### config.mk
export PLATFORM = sky130hd
export DESIGN_NAME = frrmw_core
export DESIGN_NICKNAME = d
export VERILOG_FILES = /design/src/logic/frrmw_pkg.sv /design/src/logic/frrmw_opdec.sv /design/src/logic/frrmw_core.sv
export VERILOG_INCLUDE_DIRS = /design/src /design/src/logic
export SDC_FILE = /design/constraint.sdc
export NUM_CORES = 1
export LEC_CHECK = 0
export ABC_AREA = 1
export BUFFER_PORTS_ARGS = -buffer_cell sky130_fd_sc_hd__buf_2
export CAP_MARGIN = 0
export CORE_ASPECT_RATIO = 1.25
export CORE_MARGIN = 2
export CORE_UTILIZATION = 30
export CTS_BUF_LIST = sky130_fd_sc_hd__clkbuf_8
export CTS_CLUSTER_DIAMETER = 200
export DETAILED_ROUTE_END_ITERATION = 12
export GPL_ROUTABILITY_DRIVEN = 0
export GPL_TIMING_DRIVEN = 0
export PLACE_DENSITY = 0.54
export SLEW_MARGIN = 10
export SYNTH_ARGS = -nofsm -noshare
export SYNTH_HDL_FRONTEND = slang
export SYNTH_SLANG_ARGS = --single-unit
### constraint.sdc
create_clock -name ref_clk_i -period 2.3 [get_ports ref_clk_i]
set_input_delay 0.23 -clock ref_clk_i [delete_from_list [all_inputs] [get_ports ref_clk_i]]
set_output_delay 0.23 -clock ref_clk_i [all_outputs]
set_load 0.02 [all_outputs]
### src/logic/frrmw_defines.svh
// constants for the file-register operand decoder and read-modify-write unit
// assumes a 14-bit instruction word and an 8-bit data path
`ifndef FRRMW_DEFINES_SVH
`define FRRMW_DEFINES_SVH
`define FRRMW_IW_W       14
`define FRRMW_FADDR_LSB  0
`define FRRMW_FADDR_W    7
`define FRRMW_DEST_BIT   7
`define FRRMW_BSEL_LSB   7
`define FRRMW_BSEL_W     3
`define FRRMW_K8_W       8
`define FRRMW_K11_W      11
`define FRRMW_FADDR_MAX  7'h7F
`define FRRMW_OSC_PER_IC 4
`define FRRMW_RST_W      8'h00
`define FRRMW_C_BIT      0
`define FRRMW_DC_BIT     1
`define FRRMW_Z_BIT      2
`define FRRMW_PORT_A_DATA_REG_ADDR 7'h05
`endif

### src/logic/frrmw_pkg.sv
// types shared by the read-modify-write unit and its operation decoder
// assumes frrmw_defines.svh is on the include path
package frrmw_pkg;
  // operation classes picked out of the opcode
  typedef enum logic [3:0] {
    FRRMW_OP_NOP, FRRMW_OP_ADD, FRRMW_OP_AND, FRRMW_OP_CLR, FRRMW_OP_MOVF,
    FRRMW_OP_MOVWF, FRRMW_OP_BCF, FRRMW_OP_BSF, FRRMW_OP_BTFSC,
    FRRMW_OP_BTFSS, FRRMW_OP_MOVLW, FRRMW_OP_GOTO
  } frrmw_op_t;
  typedef enum logic [1:0] {
    FRRMW_ST_FETCH, FRRMW_ST_READ, FRRMW_ST_WRITE, FRRMW_ST_NOP
  } frrmw_state_t;
endpackage

### src/logic/frrmw_opdec.sv
// combinational opcode classifier for the 14-bit instruction word
// assumes the word is stable from the same clock domain
`timescale 1ns/1ps
`include "frrmw_defines.svh"
module frrmw_opdec
  import frrmw_pkg::*;
(
  input  wire logic [13:0]         instr_i,
  output frrmw_pkg::frrmw_op_t     op_o,
  output logic                     uses_file_o,
  output logic [2:0]               flag_mask_o
);
  // only opcode bits are examined; operand and don't-care bits never are
  always_comb
  begin
    op_o        = FRRMW_OP_NOP;
    flag_mask_o = 3'h0;
    casez (instr_i)
      14'b00_0111_????_????: begin op_o = FRRMW_OP_ADD;  flag_mask_o = 3'h7; end
      14'b00_0101_????_????: begin op_o = FRRMW_OP_AND;  flag_mask_o = 3'h4; end
      14'b00_0001_1???_????: begin op_o = FRRMW_OP_CLR;  flag_mask_o = 3'h4; end
      14'b00_1000_????_????: begin op_o = FRRMW_OP_MOVF; flag_mask_o = 3'h4; end
      14'b00_0000_1???_????: op_o = FRRMW_OP_MOVWF;
      14'b01_00??_????_????: op_o = FRRMW_OP_BCF;
      14'b01_01??_????_????: op_o = FRRMW_OP_BSF;
      14'b01_10??_????_????: op_o = FRRMW_OP_BTFSC;
      14'b01_11??_????_????: op_o = FRRMW_OP_BTFSS;
      14'b11_00??_????_????: op_o = FRRMW_OP_MOVLW; // low two x bits ignored
      14'b10_1???_????_????: op_o = FRRMW_OP_GOTO;
      default:               op_o = FRRMW_OP_NOP;
    endcase
    uses_file_o = (op_o != FRRMW_OP_NOP) && (op_o != FRRMW_OP_MOVLW)
                  && (op_o != FRRMW_OP_GOTO);
  end
endmodule // frrmw_opdec

### src/logic/frrmw_core.sv
// read-modify-write execution unit for file-register instructions
// assumes a synchronous single-cycle data memory on the same clock
`timescale 1ns/1ps
`include "frrmw_defines.svh"
// Contract
// - a file-register instruction runs as read, modify, then store.
// - the register is read even when the instruction only writes it.
// - the implied read of port A clears the port change mismatch.
// - destination bit 0 stores to the accumulator, 1 to the register.
// - the address field picks one of 0x00 to 0x7F in the active bank.
// - the bit field picks one bit of the 8-bit register for bit ops.
// - don't-care bits of the word have no effect on behaviour.
// - the literal is used directly with no memory access.
// - instructions are 14-bit words with 8- or 11-bit literals.
// - an instruction takes one cycle, two when a skip or jump occurs; here file-register ops take three cycles (four on a skip).
module frrmw_core
  import frrmw_pkg::*;
(
  input  wire logic        ref_clk_i,
  input  wire logic        sys_rst_i,
  input  wire logic        instr_valid_i,
  input  wire logic [13:0] instr_i,
  input  wire logic [7:0]  mem_rdata_i,
  output logic             instr_ready_o,
  output logic             mem_re_o,
  output logic             mem_we_o,
  output logic [6:0]       mem_addr_o,
  output logic [7:0]       mem_wdata_o,
  output logic             port_a_data_reg_mismatch_clr_o,
  output logic [7:0]       w_o,
  output logic [2:0]       flags_o,
  output logic             pc_load_o,
  output logic [10:0]      pc_target_o,
  output logic             skip_o
);
  import frrmw_pkg::*;

  // ***********************************************
  // state record
  // ***********************************************
  typedef struct packed {
    frrmw_state_t st;
    logic [13:0]  ir;
    frrmw_op_t    op;
    logic [2:0]   fmask;
    logic         rdy;
    logic         re;
    logic         we;
    logic [6:0]   addr;
    logic [7:0]   wdata;
    logic         pclr;
    logic [7:0]   w;
    logic [2:0]   flags;
    logic         pcl;
    logic [10:0]  pct;
    logic         skip;
  } frrmw_regs_t;

  frrmw_regs_t r;
  frrmw_regs_t next_r;
  frrmw_op_t   dec_op;
  logic        dec_file;
  logic [2:0]  dec_mask;

  frrmw_opdec u_dec (
    .instr_i     (instr_i),
    .op_o        (dec_op),
    .uses_file_o (dec_file),
    .flag_mask_o (dec_mask)
  );

  // ***********************************************
  // operand fields
  // ***********************************************
  logic [6:0]  f_addr;
  logic        dest_f;
  logic [2:0]  bsel;
  logic [7:0]  bmask;
  logic [8:0]  sum;
  logic [4:0]  nsum;
  logic [7:0]  res;
  logic        bitv;
  assign f_addr = r.ir[6:0];
  assign dest_f = r.ir[`FRRMW_DEST_BIT];
  assign bsel   = r.ir[9:7];
  assign bmask  = 8'h01 << bsel;
  assign bitv   = |(mem_rdata_i & bmask);
  assign sum    = {1'b0, mem_rdata_i} + {1'b0, r.w};
  assign nsum   = {1'b0, mem_rdata_i[3:0]} + {1'b0, r.w[3:0]};

  // modify stage: compute the result from the value just read
  always_comb
  begin
    res = mem_rdata_i;
    case (r.op)
      FRRMW_OP_ADD:   res = sum[7:0];
      FRRMW_OP_AND:   res = mem_rdata_i & r.w;
      FRRMW_OP_CLR:   res = 8'h00;   // read still happened first
      FRRMW_OP_MOVWF: res = r.w;
      FRRMW_OP_BCF:   res = mem_rdata_i & ~bmask;
      FRRMW_OP_BSF:   res = mem_rdata_i | bmask;
      default:        res = mem_rdata_i;
    endcase
  end

  // ***********************************************
  // sequencer
  // ***********************************************
  // read strobe goes out in READ; the synchronous memory answers a cycle
  // later, so the modify happens in WRITE, never on stale data, and the store strobe goes out the cycle after
  always_comb
  begin
    next_r      = r;
    next_r.re   = 1'b0;
    next_r.we   = 1'b0;
    next_r.pclr = 1'b0;
    next_r.pcl  = 1'b0;
    next_r.skip = 1'b0;
    case (r.st)
      FRRMW_ST_FETCH:
      begin
        next_r.rdy = 1'b1;
        if (instr_valid_i && r.rdy)
        begin
          next_r.ir    = instr_i;
          next_r.op    = dec_op;
          next_r.fmask = dec_mask;
          next_r.rdy   = 1'b0;
          if (dec_file)
          begin
            next_r.st   = FRRMW_ST_READ;
            next_r.re   = 1'b1;
            next_r.addr = instr_i[6:0];
            next_r.pclr = (instr_i[6:0] == `FRRMW_PORT_A_DATA_REG_ADDR);
          end
          else if (dec_op == FRRMW_OP_MOVLW)
          begin
            next_r.w   = instr_i[7:0];
            next_r.rdy = 1'b1;
          end
          else if (dec_op == FRRMW_OP_GOTO)
          begin
            next_r.pcl = 1'b1;
            next_r.pct = instr_i[10:0];
            next_r.st  = FRRMW_ST_NOP;
          end
          else
            next_r.rdy = 1'b1;
        end
      end
      FRRMW_ST_READ:
      begin
        next_r.st = FRRMW_ST_WRITE;
      end
      FRRMW_ST_WRITE:
      begin
        next_r.st  = FRRMW_ST_FETCH;
        next_r.rdy = 1'b1;
        if (r.fmask[2])
          next_r.flags[`FRRMW_Z_BIT] = (res == 8'h00);
        if (r.fmask[0])
          next_r.flags[`FRRMW_C_BIT] = sum[8];
        if (r.fmask[1])
          next_r.flags[`FRRMW_DC_BIT] = nsum[4];
        case (r.op)
          FRRMW_OP_BTFSC, FRRMW_OP_BTFSS:
          begin
            // a true test costs a second, empty cycle
            if (bitv == (r.op == FRRMW_OP_BTFSS))
            begin
              next_r.skip = 1'b1;
              next_r.st   = FRRMW_ST_NOP;
              next_r.rdy  = 1'b0;
            end
            else
            begin
              next_r.st  = FRRMW_ST_FETCH;
              next_r.rdy = 1'b1;
            end
          end
          FRRMW_OP_MOVWF, FRRMW_OP_CLR, FRRMW_OP_BCF, FRRMW_OP_BSF:
          begin
            next_r.we    = 1'b1;
            next_r.wdata = res;
          end
          default:
          begin
            if (dest_f)
            begin
              next_r.we    = 1'b1;
              next_r.wdata = res;
            end
            else
              next_r.w = res;
          end
        endcase
        next_r.addr = f_addr;
      end
      FRRMW_ST_NOP:
      begin
        next_r.st  = FRRMW_ST_FETCH;
        next_r.rdy = 1'b1;
      end
      default: next_r.st = FRRMW_ST_FETCH;
    endcase
  end

  // register the whole record
  always_ff @(posedge ref_clk_i)
  begin
    if (sys_rst_i)
    begin
      r       <= '0;
      r.st    <= FRRMW_ST_FETCH;
      r.op    <= FRRMW_OP_NOP;
      r.w     <= `FRRMW_RST_W;
    end
    else
      r <= next_r;
  end

  assign instr_ready_o        = r.rdy;
  assign mem_re_o             = r.re;
  assign mem_we_o             = r.we;
  assign mem_addr_o           = r.addr;
  assign mem_wdata_o          = r.wdata;
  assign port_a_data_reg_mismatch_clr_o = r.pclr;
  assign w_o                  = r.w;
  assign flags_o              = r.flags;
  assign pc_load_o            = r.pcl;
  assign pc_target_o          = r.pct;
  assign skip_o               = r.skip;

  // ***********************************************
  // checks
  // ***********************************************
  AST_READ_BEFORE_WRITE: assert property (@(posedge ref_clk_i)
    disable iff (sys_rst_i) mem_we_o |-> $past(mem_re_o, 2))
    else $error("write without preceding read");
  AST_PORT_A_DATA_REG_CLR: assert property (@(posedge ref_clk_i)
    disable iff (sys_rst_i)
    (mem_re_o && mem_addr_o == 7'h05) |-> port_a_data_reg_mismatch_clr_o)
    else $error("port a read did not clear mismatch");
  AST_DEST_W: assert property (@(posedge ref_clk_i)
    disable iff (sys_rst_i)
    (r.st == FRRMW_ST_WRITE && r.op == FRRMW_OP_ADD && !dest_f)
    |=> !mem_we_o)
    else $error("d=0 wrote the file register");
  AST_DEST_F: assert property (@(posedge ref_clk_i)
    disable iff (sys_rst_i)
    (r.st == FRRMW_ST_WRITE && r.op == FRRMW_OP_ADD && dest_f)
    |=> mem_we_o && mem_addr_o == $past(f_addr))
    else $error("d=1 did not store to f");
  AST_CLR_ZERO: assert property (@(posedge ref_clk_i)
    disable iff (sys_rst_i)
    (r.st == FRRMW_ST_WRITE && r.op == FRRMW_OP_CLR)
    |=> flags_o[2] && mem_wdata_o == 8'h00)
    else $error("clear did not set zero");
  AST_GOTO_TWO: assert property (@(posedge ref_clk_i)
    disable iff (sys_rst_i) pc_load_o |-> !instr_ready_o ##1 instr_ready_o)
    else $error("jump not two cycles");
  AST_LIT_NOMEM: assert property (@(posedge ref_clk_i)
    disable iff (sys_rst_i)
    (r.rdy && instr_valid_i && dec_op == FRRMW_OP_MOVLW)
    |=> !mem_re_o && w_o == $past(instr_i[7:0]))
    else $error("literal touched memory");
  AST_FLAGS_KEPT: assert property (@(posedge ref_clk_i)
    disable iff (sys_rst_i)
    (r.st == FRRMW_ST_WRITE && r.fmask == 3'h0) |=> $stable(flags_o))
    else $error("flags changed without cause");
  AST_ADDR_RANGE: assert property (@(posedge ref_clk_i)
    disable iff (sys_rst_i) mem_re_o |-> mem_addr_o == $past(instr_i[6:0]))
    else $error("wrong file address");
endmodule // frrmw_core

# Word level (Yosys, flattened, before mapping)
# Cells that the tools add are included.
# totals
regBits,66
latchBits,0
ramBits,0
rom_bits,0
out_inout_bits,43
wordCells,127
mem_count,0
# classes
add_sub_neg,2
mul,0
div,0
order_cmp,0
n_eq_ne,36
n_shift,1
muxes,32
bitwise,11
n_reduce_logical,28
# ops
cell,n
two-way mux 8 bit,6
case mux 8 bit (6 select lines),1
case mux 4 bit (11 select lines),1
case mux 8 bit (2 select lines),2
"== test 4 x 3 -> 1 bit, second input constant",7
two-way mux 25 bit,1
AND 8 bit,3
"== test 4 bit, second input constant",5
two-way mux 7 bit,2
case mux 7 bit (2 select lines),1
"== test 6 x 3 -> 1 bit, second input constant",2
two-way mux 12 bit,1
"!= test 2 bit, second input constant",6
two-way mux 2 bit,5
adder 8 x 8 -> 9 bit,1
AND reduction 3 bit,3
OR reduction 3 bit,3
"== test 4 x 2 -> 1 bit, second input constant",2
logical NOT 8 bit,1
two-way mux 1 bit,8
"!= test 4 bit, second input constant",2
NOT 8 bit,1
bitwise OR 8 bit,1
case mux 2 bit (4 select lines),1
29 further kinds,44

# Depth between registers and ports, before layout
# depth
depth_word,8
ltp_mapped,13

# Cells and area by module
# Synthesis repeated with hierarchy kept, for this count alone.
# hier_totals
hier_cells,585
area_unflattened_um2,3852.4
# modules_own_cells
module,n_inst,cells_per_inst,area_per_inst_um2,seq_area_each_um2
frrmw_core,1,542,3624.7,1241.2
frrmw_opdec,1,43,227.7,0.0

# Least setup slack after synthesis
# OpenSTA, ideal clock, no wires.
# synth_timing
path_kind,reg-to-reg
startpoint,register r (netlist bit w_o[0])
endpoint,register r (netlist bit flags_o[2])
setup_time_ps,70
arrival_time_ps,1788
required_time_ps,2230
setup_slack_ps,441
stages_incl_launch_ff,11
n_path_buf,0
period_less_slack_ps,1859
path_cell_list,dfxtp_1 -> ha_1 -> fa_1 -> nand2_1 -> nand2_1 -> or2_2 -> nand2_1 -> nand3b_1 -> nor2_1 -> nand4_1 -> a21oi_1
# synth_via
elab_chain_cells,3
# synth_rtl
item,line_no,text
start: declaration,frrmw_core.sv:59,frrmw_regs_t r;
start signal: assignment,frrmw_core.sv:219,r <= next_r;
adder 8 x 8 -> 9 bit or AND 8 bit (tied branches),"frrmw_core.sv:88, frrmw_core.sv:97",
case mux 8 bit (6 select lines) *,frrmw_core.sv:95,case (r.op)
logical NOT 8 bit *,frrmw_core.sv:160,next_r.flags[`FRRMW_Z_BIT] = (res == 8'h00);
# Every way passes the cells marked *; elsewhere a longest branch is shown, timed or not.
# A chain may end at the register's enable or synchronous reset.

# Final worst setup path
# Same ends and word-level chain as after synthesis.

==> key figures <==
Floorplanning
  – Rows: 46
  – Starting density of the core: 30.4%
  – Core area: 0.0125 mm^2
  – Die width: 105 um
  – Boundary Pins: 68
  – Die Y-Extent: 130 um
  – Die area: 0.0136 mm^2

STA
  – Setup TNS: 0 ps
  – Clock Skew: 13.3 ps
  – Tcrit/Tclk final: 91.6%
  – Final max-slew violation count: 0
  – Peak Freq: 475 MHz
  – Final hold viol count: 0
  – Post-layout min period: 2110 ps
  – Hold WS: 167 ps
  – Slack of the critical path: 194 ps
  – RSZ-0062 raised after global routing: false
  – Normalized max-slew margin: 53.8%
  – Worst Max-Slew Pin Slew: 694 ps
  – Final Setup Violations: 0

Worst setup path
  – Critical Path, Cell by Cell: ha_1, fa_2, nand2_1, nand2_1, or2_2, nand2_1, nand3b_1, nor2_1, nand4_1, a21oi_1
  – Crit path DAT: 2390 ps
  – CP required: 2590 ps
  – Startpoint types: register
  – Crit Path Max Fanout: 3
  – Critical path class: reg -> reg
  – CP Capture Type: register
  – CP dominant cell by count: nand2_1
  – Slowest stage delay, CP: 390 ps
  – Crit-path slowest cell: fa_2

Final layout
  – Area occupied by multi-input gates: 0.00195 mm^2
  – Commonest non-fill, non-tap cells in the layout: nand2_1 (135), buf_2 (71), inv_1 (68), nor2_1 (68), dfxtp_1 (61)
  – Storage cell area: 0.00122 mm^2
  – Fin cells: 842
  – Fillers: 1407
  – Most common cell after layout, fill and taps aside: nand2_1
  – Layout Nets: 703
  – Area Overhead vs Synth: 19.6%
  – Share of post-route cells with drive strength above 1: 22.6%
  – Ant diodes: 0

Power and ir drop
  – P_leak: 2.31 nW
  – Pwr per Cell Area: 553 mW/mm^2
  – Maximum VDD drop: 0.338 mV

Clock tree
  – CTS Sinks: 61
  – H-Tree Level Count: 3
  – CTS buffer count: 9
  – Register clock-pin slew on the reported worst setup and hold paths: 80 ps
  – CTS tree: yes
  – Clk root buf: clkbuf_8
  – Worst-Skew Late Latency: 360 ps
  – Deepest clock path buffer count: 2

Drt
  – Wirelength, routed: 11.8 mm
  – TritonRoute pass-1 iters: 5
  – Vias per std cell: 4.74
  – Total number of vias: 3993
  – 1st-iter DRT viols: 258
  – Detail Route Antenna Nets: 0
  – Drt wl/cell: 14.0 um
  – Number of remaining DRC errors: 0

Synth
  – Synth Net Count: 625
  – Post-Synth XOR/XNOR Area: 0.230%
  – Yosys warnings: 0
  – Mux contribution to synthesized area: 0%
  – Cell Area, Synth: 0.00381 mm^2
  – Simple-Gate Fraction of Synth Area: 31.7%
  – Netlist cell types: 33
  – Largest family of logic cells by synthesized area: simple AND/OR/NAND/NOR gates
  – Seq/Total Area, Yosys: 32.0%
  – Compound-gate portion of the synthesized area: 16.1%
  – Flops & latches, synth: 61
  – Syn Area/Cell: 6.46 um^2
  – Adder-cell share of the synthesized area: 3.15%
  – Syn Inst Count: 591

GRT
  – GR Overflow Total: 0
  – First-pass GRT wire length: 18.6 mm
  – Antenna violations before repair: 0
  – Largest net degree at the start of global routing: 12
  – GRT Total Usage: 17.5%
  – Vias in the first global route: 3738

Job
  – Max Cap Viol: 0

Placed design
  – Post-DP HPWL: 9.15 mm
  – Port Buf Inserts: 67
  – Placed cell count: 826
  – Pre-CTS WS: 70.1 ps

Outcome
  – Status: complete, no violations

Min path
  – Min-Delay Path Class: in -> reg
## sequential cells by signal, summed over array words and instances (netlist names), 3 cells and up
name,flops
bsel,3
f_addr,7
flags_o,3
mem_addr_o,7
mem_wdata_o,8
pc_target_o,11
r,8
w_o,8
## final cells by class
type | count | share of cell area (%)
multi-input combinational | 399 | 42.8
buffer | 54 | 7.76
tap | 168 | 4.61
inverter | 77 | 6.33
clock buffer | 10 | 3.02
sequential | 61 | 26.8
timing repair buffer | 67 | 7.35
clock inverter | 6 | 1.37
## synthesized netlist by cell type
cell	count	share of area (%)
fa_1	1	0.52
buf_2	4	0.52
o22ai_1	2	0.33
nand3_2	2	0.52
nand3_4	1	0.46
nand3_1	36	4.7
nor4_1	4	0.66
nand3b_1	2	0.39
ha_1	8	2.6
nand2_4	1	0.30
o211ai_1	7	1.4
a211oi_1	5	0.98
nor2_2	6	0.98
nor3_1	5	0.66
o21bai_1	1	0.20
or2_2	1	0.16
o21ai_1	3	0.39
inv_1	68	6.7
and3_1	1	0.16
nor3_2	4	1.0
nand4_1	10	1.6
clkbuf_1	7	0.69
nor2_1	68	6.7
inv_2	9	0.89
o21ai_0	45	5.9
buf_4	39	7.7
dfxtp_1	61	32
a31oi_1	7	1.1
a21oi_1	42	5.5
nand2_1	135	13
buf_1	4	0.39
o21ai_2	1	0.23
xnor2_1	1	0.23
## metal layers
| layer | vias up | global-route usage (%) | routed length (um) |
|---|---|---|---|
| li1 | 2040 | - | - |
| met1 | 1766 | 21.4 | 5100 |
| met2 | 151 | 29.4 | 5530 |
| met3 | 36 | 2.85 | 718 |
| met4 | 0 | 9.73 | 454 |
| met5 | - | 0 | 0 |
## logic make-up (layout without fill, tap and decap cells)
family	count (synthesis)	in the layout
xor+xnor	1	1
fa+ha+maj	9	9
flops	61	61
buf+inv	131	214
simple gates	276	276
compound gates	113	113
## power by group
group          switching, W  internal (W)
sequential        0.0000285       0.00109
combinational      0.000286      0.000135
clock              0.000454      0.000527
total              0.000769       0.00175
## worst max-delay path: cells and delay by family (launching register included)
family	cells	cell delay, ps
and+or+nand+nor	7	950
adders and majority gates	2	630
DFF	1	330
AOI/OAI and AO/OA	1	120
## repair_timing
item,4_1_cts,5_1_grt
setup endpoints to repair,0,1
resized for setup,0,1
buffers inserted,0,0
hold buffers,0,0
## per-stage QoR
step	power [W]	area, um^2	utilization [%]
2_1_floorplan	0.00141	3810	-
3_3_place_gp	0.00155	4360	34.8
3_5_place_dp	0.00156	4360	34.8
4_1_cts	0.00253	4560	36.3
5_1_grt	0.00263	4560	36.4
6_report	0.00252	4560	36.4
## path summary, 6_finish.rpt
kind,startpoint,to,slack (ps),cells after the start
hold / removal,instr_i[3],pc_target_o[3],170,3
hold reg to reg,f_addr[0],f_addr[0],450,2
setup / recovery,w_o[0],flags_o[2],190,10
setup reg to reg,w_o[0],flags_o[2],190,10
(Power assumes the default switching activity.)
